==> src/hw/pfbw_pkg.sv <==
// Package: register map, field positions and timing for the flash block writer
package pfbw_pkg;
  // Register indices; byte address is four times the index
  localparam logic [9:0] PFBW_IDX_FLAGS      = 10'h00d;
  localparam logic [9:0] PFBW_IDX_ENABLES    = 10'h08d;
  localparam logic [9:0] PFBW_IDX_INTCTL     = 10'h00b;
  localparam logic [9:0] PFBW_IDX_DATA_LO    = 10'h10c;
  localparam logic [9:0] PFBW_IDX_ADDR_LO    = 10'h10d;
  localparam logic [9:0] PFBW_IDX_DATA_HI    = 10'h10e;
  localparam logic [9:0] PFBW_IDX_ADDR_HI    = 10'h10f;
  localparam logic [9:0] PFBW_IDX_CONTROL    = 10'h18c;
  localparam logic [9:0] PFBW_IDX_UNLOCK     = 10'h18d;
  localparam int         PFBW_ADDR_W         = 12;
  // Field positions
  localparam int         PFBW_BIT_DONE       = 4;
  localparam int         PFBW_BIT_PERIPHERAL_IRQ_GATE       = 6;
  localparam int         PFBW_BIT_GIE        = 7;
  localparam int         PFBW_BIT_START      = 1;
  localparam int         PFBW_BIT_WRITE_ENABLE_BIT       = 2;
  localparam int         PFBW_BIT_ERRFLAG    = 3;
  localparam int         PFBW_BIT_ERASE      = 4;
  localparam int         PFBW_BIT_PGMSEL     = 7;
  // Values
  localparam logic [7:0]  PFBW_UNLOCK_1      = 8'h55;
  localparam logic [7:0]  PFBW_UNLOCK_2      = 8'haa;
  localparam logic [13:0] PFBW_WORD_BLANK    = 14'h3fff;
  localparam logic [7:0]  PFBW_RESET_BYTE    = 8'h00;
  localparam logic [1:0]  PFBW_LAST_SLOT     = 2'h3;
  localparam int          PFBW_WORDS         = 4;
  // Timing: 2 ms long write at 250 MHz
  localparam int          PFBW_CLK_MHZ       = 250;
  localparam int          PFBW_LONG_WRITE_US = 2000;
  localparam int          PFBW_LONG_CYCLES   = PFBW_LONG_WRITE_US * PFBW_CLK_MHZ;
  // Instruction slots: one executes, one is skipped, then the core stalls
  localparam int          PFBW_SKIP_SLOTS    = 2;
endpackage : pfbw_pkg

==> src/hw/pfbw_sync.sv <==
// Three-flop input synchroniser with agree-before-change filter
`timescale 1ns/1ps
module pfbw_sync (
  // Clock and reset
  input  wire logic core_clk,
  input  wire logic reset_n,
  input  wire logic clk_en,
  // Data
  input  wire logic async_in,
  output logic      sync_out
);
  logic [2:0] stage;
  always_ff @(posedge core_clk or negedge reset_n) begin
    if (!reset_n) begin
      stage    <= 3'h0;
      sync_out <= 1'b0;
    end else if (clk_en) begin
      stage    <= {stage[1:0], async_in};
      // First stage feeds only the second
      if (stage[1] == stage[2]) begin
        sync_out <= stage[2];
      end
    end
  end
endmodule : pfbw_sync

==> src/hw/pfbw_writer.sv <==
// Program flash block writer: buffer, unlock, long write timer, done flag
//
// Strobed register access is this design's own decision.
`timescale 1ns/1ps
// Operation
// - Refuse writes into protected flash segments
// - Program only aligned four-word blocks
// - Block write never crosses its boundary
// - Four 14-bit words, selected by address bits
// - Non-last word: copy, clear start bit
// - Last word: copy and begin programming
// - Core runs next instruction, skips following
// - Core halts about 2 ms, clocks run
// - Resume at third instruction after start
// - Buffer words reset to 3FFF afterwards
// - Flag bit 4 holds done flag
// - Flag sets regardless of enables
// - Peripheral gate bit 6 required
module pfbw_writer
  import pfbw_pkg::*;
#(
  parameter int LONG_CYCLES = PFBW_LONG_CYCLES
) (
  // Clock and reset
  input  wire logic                   core_clk,
  input  wire logic                   reset_n,
  input  wire logic                   clk_en,
  // Register port
  input  wire logic [9:0]             reg_addr,
  input  wire logic [7:0]             reg_wdata,
  input  wire logic                   reg_wr,
  input  wire logic                   reg_rd,
  output logic      [7:0]             reg_rdata,
  // Write-protect configuration pins
  input  wire logic [1:0]             write_protect_config,
  // Core instruction interface
  input  wire logic                   instr_retire,
  output logic                        instr_skip,
  output logic                        core_stall,
  // Flash array programming port
  output logic                        flash_prog,
  output logic [PFBW_ADDR_W-1:0]      flash_addr,
  output logic [4*14-1:0]             flash_data,
  input  wire logic                   flash_done_async,
  // Interrupt request to core
  output logic                        irq_req
);
  // ************************************************************
  // State
  // ************************************************************
  typedef enum logic [1:0] {PFBW_IDLE, PFBW_SLOTS, PFBW_PROG} pfbw_mode_t;
  typedef struct packed {
    pfbw_mode_t              mode;
    logic [3:0][13:0]        buffer;
    logic [7:0]              data_lo;
    logic [7:0]              data_hi;
    logic [7:0]              addr_lo;
    logic [7:0]              addr_hi;
    logic                    pgm_sel;
    logic                    erase_sel;
    logic                    write_enable_bit;
    logic                    start;
    logic                    err;
    logic                    done_flag;
    logic                    done_en;
    logic                    peripheral_irq_gate;
    logic                    global_irq_enable;
    logic [1:0]              unlock_step;
    logic [1:0]              slots;
    logic [31:0]             timer;
    logic                    timer_hit;
    logic [PFBW_ADDR_W-1:0]  block_base;
    logic [7:0]              rdata;
  } pfbw_state_t;
  pfbw_state_t st;
  pfbw_state_t next_st;
  logic        flash_done;
  logic        prot_hit;
  logic [PFBW_ADDR_W-1:0] word_addr;
  logic [13:0] data_word;
  // ************************************************************
  // Completion input from flash array
  // ************************************************************
  pfbw_sync u_done_sync (
    .core_clk (core_clk),
    .reset_n  (reset_n),
    .clk_en   (clk_en),
    .async_in (flash_done_async),
    .sync_out (flash_done)
  );
  // ************************************************************
  // Protection decode
  // ************************************************************
  assign word_addr = {st.addr_hi[PFBW_ADDR_W-9:0], st.addr_lo};
  assign data_word = {st.data_hi[5:0], st.data_lo};
  // Config 10 protects words below 200h, 01 protects 100h and up, 00 protects all; 11 means none
  always_comb begin
    case (write_protect_config)
      2'h0:    prot_hit = 1'b1;
      2'h1:    prot_hit = word_addr[PFBW_ADDR_W-1:8] != '0;
      2'h2:    prot_hit = word_addr[PFBW_ADDR_W-1:9] == '0;
      default: prot_hit = 1'b0;
    endcase
  end
  // ************************************************************
  // Next state
  // ************************************************************
  always_comb begin
    next_st       = st;
    next_st.rdata = PFBW_RESET_BYTE;
    next_st.timer_hit = 1'b0;
    // Any access other than the second unlock write breaks the sequence
    if (reg_wr || reg_rd) begin
      next_st.unlock_step = 2'h0;
    end
    if (reg_wr) begin
      if (reg_addr == PFBW_IDX_FLAGS) begin
        next_st.done_flag = reg_wdata[PFBW_BIT_DONE];
      end else if (reg_addr == PFBW_IDX_ENABLES) begin
        next_st.done_en = reg_wdata[PFBW_BIT_DONE];
      end else if (reg_addr == PFBW_IDX_INTCTL) begin
        next_st.peripheral_irq_gate = reg_wdata[PFBW_BIT_PERIPHERAL_IRQ_GATE];
        next_st.global_irq_enable  = reg_wdata[PFBW_BIT_GIE];
      end else if (reg_addr == PFBW_IDX_DATA_LO) begin
        next_st.data_lo = reg_wdata;
      end else if (reg_addr == PFBW_IDX_ADDR_LO) begin
        next_st.addr_lo = reg_wdata;
      end else if (reg_addr == PFBW_IDX_DATA_HI) begin
        next_st.data_hi = reg_wdata;
      end else if (reg_addr == PFBW_IDX_ADDR_HI) begin
        next_st.addr_hi = reg_wdata;
      end else if (reg_addr == PFBW_IDX_UNLOCK) begin
        if (reg_wdata == PFBW_UNLOCK_1) begin
          next_st.unlock_step = 2'h1;
        end else if (reg_wdata == PFBW_UNLOCK_2 && st.unlock_step == 2'h1) begin
          next_st.unlock_step = 2'h2;
        end
      end else if (reg_addr == PFBW_IDX_CONTROL) begin
        next_st.pgm_sel   = reg_wdata[PFBW_BIT_PGMSEL];
        next_st.erase_sel = reg_wdata[PFBW_BIT_ERASE];
        next_st.write_enable_bit      = reg_wdata[PFBW_BIT_WRITE_ENABLE_BIT];
        if (!reg_wdata[PFBW_BIT_ERRFLAG]) begin
          next_st.err = 1'b0;
        end
        // Start only right after unlock, enabled, idle
        if (reg_wdata[PFBW_BIT_START] && st.unlock_step == 2'h2
            && reg_wdata[PFBW_BIT_WRITE_ENABLE_BIT] && st.mode == PFBW_IDLE
            && reg_wdata[PFBW_BIT_PGMSEL] && !reg_wdata[PFBW_BIT_ERASE]) begin
          if (prot_hit) begin
            next_st.err = 1'b1;
          end else begin
            next_st.buffer[st.addr_lo[1:0]] = data_word;
            next_st.start = 1'b1;
            if (st.addr_lo[1:0] == PFBW_LAST_SLOT) begin
              // Base forced to the aligned block start
              next_st.block_base = {word_addr[PFBW_ADDR_W-1:2], 2'h0};
              next_st.mode       = PFBW_SLOTS;
              next_st.slots      = 2'(PFBW_SKIP_SLOTS);
            end
          end
        end
      end
    end
    if (reg_rd) begin
      if (reg_addr == PFBW_IDX_FLAGS) begin
        next_st.rdata[PFBW_BIT_DONE] = st.done_flag;
      end else if (reg_addr == PFBW_IDX_ENABLES) begin
        next_st.rdata[PFBW_BIT_DONE] = st.done_en;
      end else if (reg_addr == PFBW_IDX_INTCTL) begin
        next_st.rdata[PFBW_BIT_PERIPHERAL_IRQ_GATE] = st.peripheral_irq_gate;
        next_st.rdata[PFBW_BIT_GIE]  = st.global_irq_enable;
      end else if (reg_addr == PFBW_IDX_DATA_LO) begin
        next_st.rdata = st.data_lo;
      end else if (reg_addr == PFBW_IDX_ADDR_LO) begin
        next_st.rdata = st.addr_lo;
      end else if (reg_addr == PFBW_IDX_DATA_HI) begin
        next_st.rdata = {2'h0, st.data_hi[5:0]};
      end else if (reg_addr == PFBW_IDX_ADDR_HI) begin
        next_st.rdata = st.addr_hi;
      end else if (reg_addr == PFBW_IDX_CONTROL) begin
        next_st.rdata = {st.pgm_sel, 2'h0, st.erase_sel, st.err, st.write_enable_bit, st.start, 1'b0};
      end
    end
    // Short write: start bit lasts one cycle
    if (st.start && st.mode == PFBW_IDLE) begin
      next_st.start = 1'b0;
    end
    case (st.mode)
      PFBW_SLOTS: begin
        if (instr_retire) begin
          next_st.slots = st.slots - 2'h1;
          if (st.slots == 2'h1) begin
            next_st.mode  = PFBW_PROG;
            next_st.timer = 32'h0;
          end
        end
      end
      PFBW_PROG: begin
        next_st.timer = st.timer + 32'h1;
        // Ends on array done or on the nominal time, whichever first
        if (flash_done || st.timer >= 32'(LONG_CYCLES - 1)) begin
          next_st.mode      = PFBW_IDLE;
          next_st.start     = 1'b0;
          next_st.timer_hit = 1'b1;
          for (int i = 0; i < PFBW_WORDS; i++) begin
            next_st.buffer[i] = PFBW_WORD_BLANK;
          end
          next_st.done_flag = 1'b1;
        end
      end
      default: begin
      end
    endcase
  end
  // ************************************************************
  // Registers
  // ************************************************************
  always_ff @(posedge core_clk or negedge reset_n) begin
    if (!reset_n) begin
      st            <= '0;
      st.mode       <= PFBW_IDLE;
      st.buffer     <= {PFBW_WORDS{PFBW_WORD_BLANK}};
    end else if (clk_en) begin
      st <= next_st;
    end
  end
  // ************************************************************
  // Outputs
  // ************************************************************
  assign reg_rdata  = st.rdata;
  assign instr_skip = st.mode == PFBW_SLOTS && st.slots == 2'h1;
  assign core_stall = st.mode == PFBW_PROG;
  assign flash_prog = st.mode == PFBW_PROG;
  assign flash_addr = st.block_base;
  assign flash_data = st.buffer;
  assign irq_req    = st.done_flag && st.done_en && st.peripheral_irq_gate && st.global_irq_enable;
endmodule : pfbw_writer

==> config.mk <==
export PLATFORM = sky130hd
export DESIGN_NAME = pfbw_writer
export DESIGN_NICKNAME = d
export VERILOG_FILES = /design/src/hw/pfbw_pkg.sv /design/src/hw/pfbw_sync.sv /design/src/hw/pfbw_writer.sv
export SDC_FILE = /design/constraint.sdc
export NUM_CORES = 1
export LEC_CHECK = 0
export BUFFER_PORTS_ARGS = -buffer_cell sky130_fd_sc_hd__buf_2
export CAP_MARGIN = 0
export CORE_MARGIN = 3
export CORE_UTILIZATION = 63
export CTS_CLUSTER_DIAMETER = 200
export DETAILED_ROUTE_END_ITERATION = 10
export PLACE_DENSITY = 0.86
export SLEW_MARGIN = 20
export SYNTH_ARGS = -nofsm -noshare
export SYNTH_HDL_FRONTEND = slang
export SYNTH_HIERARCHICAL = 1
export SYNTH_SLANG_ARGS = --single-unit
==> constraint.sdc <==
create_clock -name core_clk -period 4.35 [get_ports core_clk]
set_clock_uncertainty 0.2 [all_clocks]
set_input_delay 0 -clock core_clk [delete_from_list [all_inputs] [get_ports core_clk]]
set_output_delay 0 -clock core_clk [all_outputs]
set_load 0.03 [all_outputs]
==> metrics.txt, run 1 <==
Tot Pwr=3.04 mW; power density cells=337 nW/um^2; Die ar.=14200 um^2; Initial Util=65.9%; setup violation total in the final timing report=0; Final Hold Fails=0; grt ovf=0; largest fanout on the critical path=15; CP startpoint=reg_addr[0]; WP data arrival=3250 ps; CTS tree=built; total CTS buffers=17; fmax=between 300 and 400 MHz; post-synthesis cell area=8090 um^2; Core Rows=40; RSZ-0062 raised after global routing=false; CP delay by family, top=simple AND/OR/NAND/NOR gates; Crit. End Element=flip-flop; worst-case reg-to-reg path depth=5; ys flop type=dfrtp_1; CTS sink cnt=about 160; reg-to-reg startpoint=st[67]$_DFFE_PN0P_; DRT Wirelength=19.4 mm; Total Nets Final=831; layout overhead on the synthesized area=11.8%; clock-pin slew on the worst setup and hold paths=60 ps; chip height=119 um; first-iteration detailed-routing DRC count=548; Final Max Slew Viols=0; Root Driver=clkbuf_16; Ys Warns=6; post-synthesis sequential area ratio=48.8%; maximum clock path buffer count=2; Crit path buffers/inverters=3; first-pass GRT wire length=31.3 mm; Vias=5946; layout cells sized above 1=32.5%; critical path cell sequence=dlygate4sd3_1, buf_2, or4bb_1, nor4_1, and4_1, buf_4, mux2_2; switch share=22.4%; Crit Path Category=primary input to flip-flop; Final ANT Viol Nets=0; flop-to-flop setup slack=approximately 1300 ps; sequential fraction of design power=48.1%; vias in the first global route=between 5000 and 6000; largest incremental delay on the critical path=around 790 ps; die width=roughly 120 um; Fin Setup TNS=0 ps; Pre-Repair DR Iteration Count=7; Worst-Margin Slew=roughly 990 ps; Req. time, crit path=4460 ps; pin count of the biggest net entering global routing=approximately 110; fin crit period=3150 ps; DR WL/cell=between 15 and 20 um; Post-CTS Setup Inserts=0; DP Wirelength=12.9 mm; combinational power share=4.3%; Clk pwr share=47.5%; Mean Syn Cell Area=10.9 um^2; gr usage total=between 20 and 30%; DRC viols=0; Slew HR=34.2%; Max-Cap Viols=0; Leakage=roughly 4.8 nW; Via density=6.07; Worst setup SP type=primary input; H-tree levels=4; Final Cycle Share=72.4%; critical path endpoint=flash_addr[9]$_DFFE_PN0P_; status=finished clean; HP Class=primary input to flip-flop; P_sw=between 0.6 and 0.7 mW; Peak supply drop=0.193 mV; Synth cell types=66; synthesized instance count=between 700 and 800; worst skew pair latency=430 ps; Int Pwr=2.36 mW; Antenna diodes=0; GPL Wtd Cong=between 0.9 and 1; Worst path slowest cell=and4_1; Crit. path cell count=7; initial antenna violation count=0; worst r2r dst=flash_addr[9]$_DFFE_PN0P_; num ports=approximately 110; FFs w/ async S/R, synth=between 90% and 100%; Core Area=12300 um^2; Seq cells post-synth=155; input/output buffers=about 100; Post-synth EDFFs=0
==> per-layer routing <==
metal / GRT usage (%) / part of all wire (%)
met1: 38.9 / 43
met2: 43.5 / 47
met3: 6.22 / 7.4
met4: 9.34 / 2.3
met5: 0 / 0
==> layout make-up <==
class,instances,area (um^2)
Multi-Input combinational cell,478,3400
Fill cell,818,3220
Sequential cell,155,3950
Clock inverter,7,52.6
Inverter,10,37.5
Timing Repair Buffer,137,850
Clock buffer,25,538
Tap cell,168,210
==> registers in the layout (all words and copies together) (netlist names) <==
name                  flops
data_word                14
flash_addr               10
flash_data               56
reg_rdata                 8
st                       63
u_done_sync/stage         3
u_done_sync/sync_out      1
==> Yosys cell counts (all sizes together), types with 7 or more instances <==
master  number  area (um^2)
dfrtp       99         2480
nand4       17          136
buf         87          649
o22ai        7         43.8
nand2       93          349
dfstp       56         1470
and3        10         62.6
mux2i       62          621
nor3         9         45.0
nand3       19         95.1
xor2        12          105
nor2        48          204
inv         10         37.5
mux2        48          541
a21oi       19         95.1
o21ai       23          115
nor4         9          101
clkbuf      16         60.1
==> layout by cell type, fill, tap and decap left out, types with 4 or more instances in the layout <==
| cell type | synthesis | final |
|---|---|---|
| mux2_2 | 48 | 48 |
| nor2b_1 | 6 | 6 |
| nor3_1 | 9 | 9 |
| dfrtp_1 | 99 | 99 |
| xnor2_1 | 4 | 4 |
| and2_1 | 5 | 5 |
| nor4_1 | 6 | 5 |
| ha_1 | 5 | 5 |
| o2111ai_1 | 4 | 4 |
| dlygate4sd3_1 | 0 | 30 |
| clkinv_4 | 0 | 4 |
| dfstp_2 | 56 | 56 |
| clkbuf_8 | 0 | 4 |
| or2_2 | 4 | 4 |
| o22ai_1 | 7 | 7 |
| and3_1 | 10 | 10 |
| clkbuf_16 | 0 | 19 |
| o21ai_0 | 22 | 22 |
| inv_1 | 10 | 10 |
| buf_2 | 3 | 103 |
| and4_1 | 4 | 4 |
| nand3_1 | 19 | 19 |
| nor2_1 | 46 | 45 |
| mux2i_1 | 62 | 62 |
| nand4_1 | 15 | 15 |
| nand3b_1 | 6 | 6 |
| a21oi_1 | 19 | 19 |
| nand2_1 | 93 | 93 |
| xor2_1 | 12 | 12 |
| or3_1 | 5 | 5 |
| nand2b_1 | 6 | 6 |
==> cell families after synthesis <==
logic type	synth area share, %
simple gates	17.6
flops	48.8
buf+inv	9.24
mux	14.4
compound gates	7.44
xor+xnor	1.73
fa+ha+maj	0.774
other cells	0.0464
==> worst register-to-register path: stages (launching register included) <==
cell and delay (ps):
dfrtp_1 440, or4_4 570, a21oi_1 220, and4_1 750, buf_4 380, mux2_2 380
==> metrics by stage <==
step / instance area, um^2 / utilization (%) / hold WS, ps / setup slack [ps] / cells
floorplan: 8090 / - / -496 / 1640 / 746
global placement: 8140 / 66.4 / -22.5 / 1480 / 918
detailed placement: 8140 / 66.4 / -14.3 / 1330 / 918
CTS: 9030 / 73.7 / 23.2 / 1250 / 980
global route: 9040 / 73.7 / 55.8 / 1120 / 980
finish: 9040 / 73.7 / 42.5 / 1200 / 980
==> power by group through the flow <==
stage | sequential [mW] | combinational, mW | clock, mW
floorplan | 1.49 | 0.0508 | 0
global placement | 1.49 | 0.112 | 0
detailed placement | 1.49 | 0.114 | 0
CTS | 1.46 | 0.131 | 1.46
global route | 1.47 | 0.144 | 1.53
finish | 1.46 | 0.132 | 1.45
==> worst min path at each step <==
stage | start | to | slack, ps | depth (start not counted)
after floorplan | reset_n | data_word[0]$_DFFE_PN0P_ | -500 | 0
after global placement | reset_n | u_done_sync/stage[2]$_DFFE_PN0P_ | -20 | 1
after detailed placement | reset_n | u_done_sync/stage[2]$_DFFE_PN0P_ | -10 | 1
after CTS | reg_addr[7] | st[155]$_DFFE_PN0P_ | 20 | 4
after global routing | reg_addr[7] | st[155]$_DFFE_PN0P_ | 60 | 4
final | reg_addr[9] | reg_rdata[7]$_DFFE_PN0P_ | 40 | 6
==> timing repair <==
action                    in CTS  in global routing
hold buffers                  30                  0
gates resized for setup        0                  0
hold endpoints to repair     159                  0
Note: power is estimated with default switching activity, not from simulation.
==> inputs of run 2 (changes only) <==
ABC_AREA = 1   (was not set)
CORE_UTILIZATION = 59   (was 63)
PLACE_DENSITY = 0.81   (was 0.86)
clock period = 3 ns   (was 4.35 ns; I/O delays follow)
==> run 2 against run 1 <==
  * Synthesized area rose by 7.1%
  * Flip-flop and latch count unchanged
  * Die area increased by 14%
  * Clock-buffer cell count down 7
  * Sequential power is 54% higher
  * Via count up 29%
  * Register-to-register slack got worse by 840 ps
  * Cell area up 6.7%
  * Critical path type unchanged
  * Largest power group unchanged
==> metrics.txt, run 2 <==
fmax=382 MHz; Pre-Repair DR Iteration Count=6 (-1); final std cells w/o fill=1354 (+38%); Final ANT Viol Nets=0 (unchanged); pin count of the biggest net entering global routing=100 (-6.5%); Synth Area in Compound Gates=8.58% (+1.1 points); Mean Syn Cell Area=7.82 um^2 (-28%); synthesized instance count=1107 (+49%); pre-CTS setup slack=523 ps (-805 ps); flop-to-flop setup slack=450 ps (-840 ps); Vias=7658 (+29%); Crit Path Category=primary input to flip-flop; setup violation total in the final timing report=0 (unchanged); Worst-Margin Slew=911 ps (-73.9 ps); reg-to-reg startpoint=st[155]$_DFFE_PN0P_; worst skew pair latency=440 ps (about the same); Antenna diodes=0 (unchanged); worst-case reg-to-reg path depth=9 (+4); Req. time, crit path=3110 ps (-1350 ps); initial antenna violation count=0 (unchanged); WHS Path Cells=4 (-2); first-pass GRT wire length=36.3 mm (+16%); Leakage=4.59 nW (-3.6%); Final Hold Fails=0 (unchanged); endpoint of the worst hold path=st[64]$_DFFE_PN0P_; HP Class=primary input to flip-flop; Metal-1 WL=10.1 mm (+21%); input/output buffers=104 (unchanged); maximum clock path buffer count=2 (unchanged); most frequent cells in the layout=nand2_1 (298), nand3_1 (116), buf_2 (103), dfrtp_1 (99), inv_1 (95); Highest Signal Layer=met4; chip height=127 um (+6.6%); RSZ-0062 raised after global routing=false; Final Cycle Share=87.3%; clock-pin slew on the worst setup and hold paths=70 ps (about the same); fin crit period=2620 ps; worst r2r dst=flash_data[47]$_DFFE_PN1P_; Root Driver=clkbuf_16; Die ar.=16200 um^2 (+14%); Slew HR=39.2% (+5.0 points); layout cells sized above 1=20.3% (-12 points); DR WL/cell=16.6 um (-16%); multi-input logic area=3570 um^2 (+5.1%); num ports=107 (unchanged); Fillers=1158 (+42%); Ys Warns=6 (unchanged); Biggest register=st; final core occ=68.4% (-5.3 points); multiplexer share of the synthesized area=0% (-14 points); worst setup margin=382 ps (-820 ps); placed instance area=8760 um^2 (+7.6%); total CTS buffers=17 (unchanged); Final Max Slew Viols=0 (unchanged); DP Wirelength=16.1 mm (+25%); Synth area leader=dfrtp_1; CTS sink cnt=155 (unchanged); Area contributors post-synth=dfrtp_1 (29%), dfstp_2 (17%), nand2_1 (13%); most frequent cell after synthesis=nand2_1; Post-synth EDFFs=0 (unchanged); WP data arrival=2730 ps (-520 ps); vias in the first global route=7033 (+19%); Max-Cap Viols=0 (unchanged); area occupied by registers=3950 um^2 (unchanged); Seq cells post-synth=155 (unchanged); post-CTS sizing=0 (unchanged); Synth top area share=28.6% (-2.0 points); Synth cell types=47 (-29%); first-iteration detailed-routing DRC count=838 (+53%); Adder-Cell Fraction of Synth Area=0.723% (-0.051 points); Worst setup SP type=primary input; DRT Wirelength=22.5 mm (+16%); post-synthesis sequential area ratio=45.6% (-3.2 points); die width=127 um (+6.6%); largest family of logic cells by synthesized area=simple AND/OR/NAND/NOR gates; hold_sp=reg_addr[1]; DRC viols=0 (unchanged); # placed instances=1290 (+41%); CTS tree=built; Fin Setup TNS=0 ps (unchanged); ys flop type=dfrtp_1; most common cell after layout, fill and taps aside=nand2_1; top cells by count, synth=nand2_1 (298), nand3_1 (117), dfrtp_1 (99); WHS=17.6 ps (-24.9 ps); largest fanout on the critical path=7 (-8); Peak supply drop=0.410 mV (+110%); grt ovf=0 (unchanged); Via density=5.66 (-6.8%); H-tree levels=4 (unchanged); Synth Area in XOR/XNOR=1.32% (-0.42 points); Core Area=14100 um^2 (+15%); GPL Wtd Cong=0.957 (-0.98%); max reg flops=63 (unchanged); FFs w/ async S/R, synth=100% (unchanged); design area=9650 um^2 (+6.7%); Tot Pwr=4.92 mW (+62%); Core Rows=43 (+7.5%); layout overhead on the synthesized area=11.4%; Crit. End Element=flip-flop; status=finished clean; met3 wire length=1.95 mm (+35%); routed wire length on met2=9.79 mm (+7.3%); post-synthesis cell area=8660 um^2 (+7.1%); power density cells=510 nW/um^2 (+52%); Total Nets Final=1193 (+44%); simple-gate share of the synthesized area=30.5% (+13 points); Initial Util=61.4% (-4.5 points); gr usage total=28.6% (+0.73 points)
-- run 2: changes by cell type after synthesis, moves of 19 or more --
| cell | previous run | this run |
|---|---|---|
| mux2i_1 | 62 | 0 |
| o21ai_0 | 22 | 66 |
| mux2_2 | 48 | 0 |
| nand3_1 | 19 | 117 |
| nor2_1 | 46 | 82 |
| nand2_1 | 93 | 298 |
| inv_1 | 10 | 95 |
| nand4_1 | 15 | 34 |
-- run 2: repair_timing --
action / in CTS / in global routing
buffers inserted: 0 / 0
hold buffers: 32 / 0
hold endpoints to repair: 194 / 0
-- run 2: worst max-delay path by stage --
stage,from,endpoint,slack [ps]
floorplan,st[154]$_DFFE_PN0P_,st[33]$_DFFE_PN0P_,640
global placement,st[21]$_DFFE_PN0P_,flash_data[1]$_DFFE_PN1P_,550
detailed placement,st[21]$_DFFE_PN0P_,flash_data[17]$_DFFE_PN1P_,520
CTS,reg_addr[9],reg_rdata[7]$_DFFE_PN0P_,490
global route,st[155]$_DFFE_PN0P_,flash_data[47]$_DFFE_PN1P_,210
finish,reg_addr[9],reg_rdata[7]$_DFFE_PN0P_,380
-- run 2: layout make-up --
class / count / area share (%)
tap: 180 / 2.33
multi-input combinational: 738 / 37.1
clock buffer: 18 / 4.45
inverter: 103 / 4.01
clock inverter: 14 / 1.40
timing repair buffer: 146 / 9.82
sequential: 155 / 40.9
-- run 2: logic make-up after synthesis --
logic type | after synthesis
AO/OA/AOI/OAI | 129
XOR/XNOR | 13
adder cells (fa/ha/maj) | 5
buffers and inverters | 215
flip-flops | 155
other | 1
AND/OR/NAND/NOR | 589
-- run 2: report_power, final --
part	switching (mW)	total (mW)	internal, mW
clock network	0.907	2.06	1.16
registers	0.0646	2.25	2.19
logic	0.426	0.605	0.179
total	1.40	4.92	3.53
-- run 2: worst max-delay path: stages --
cell and delay, ps:
dlygate4sd3_1 530, buf_2 150, nor2_4 180, nand3_1 180, nor2_1 420, inv_1 180
o211ai_1 240, nand3_1 140, nand2_1 100, nand2_1 50, dlygate4sd3_1 560
-- run 2: metal layers --
layer | vias to the layer above | global-route usage [%]
met4 | 0 | 10.1
li1 | 3656 | -
met5 | - | 0
met3 | 52 | 5.69
met2 | 346 | 42.3
met1 | 3604 | 42.3
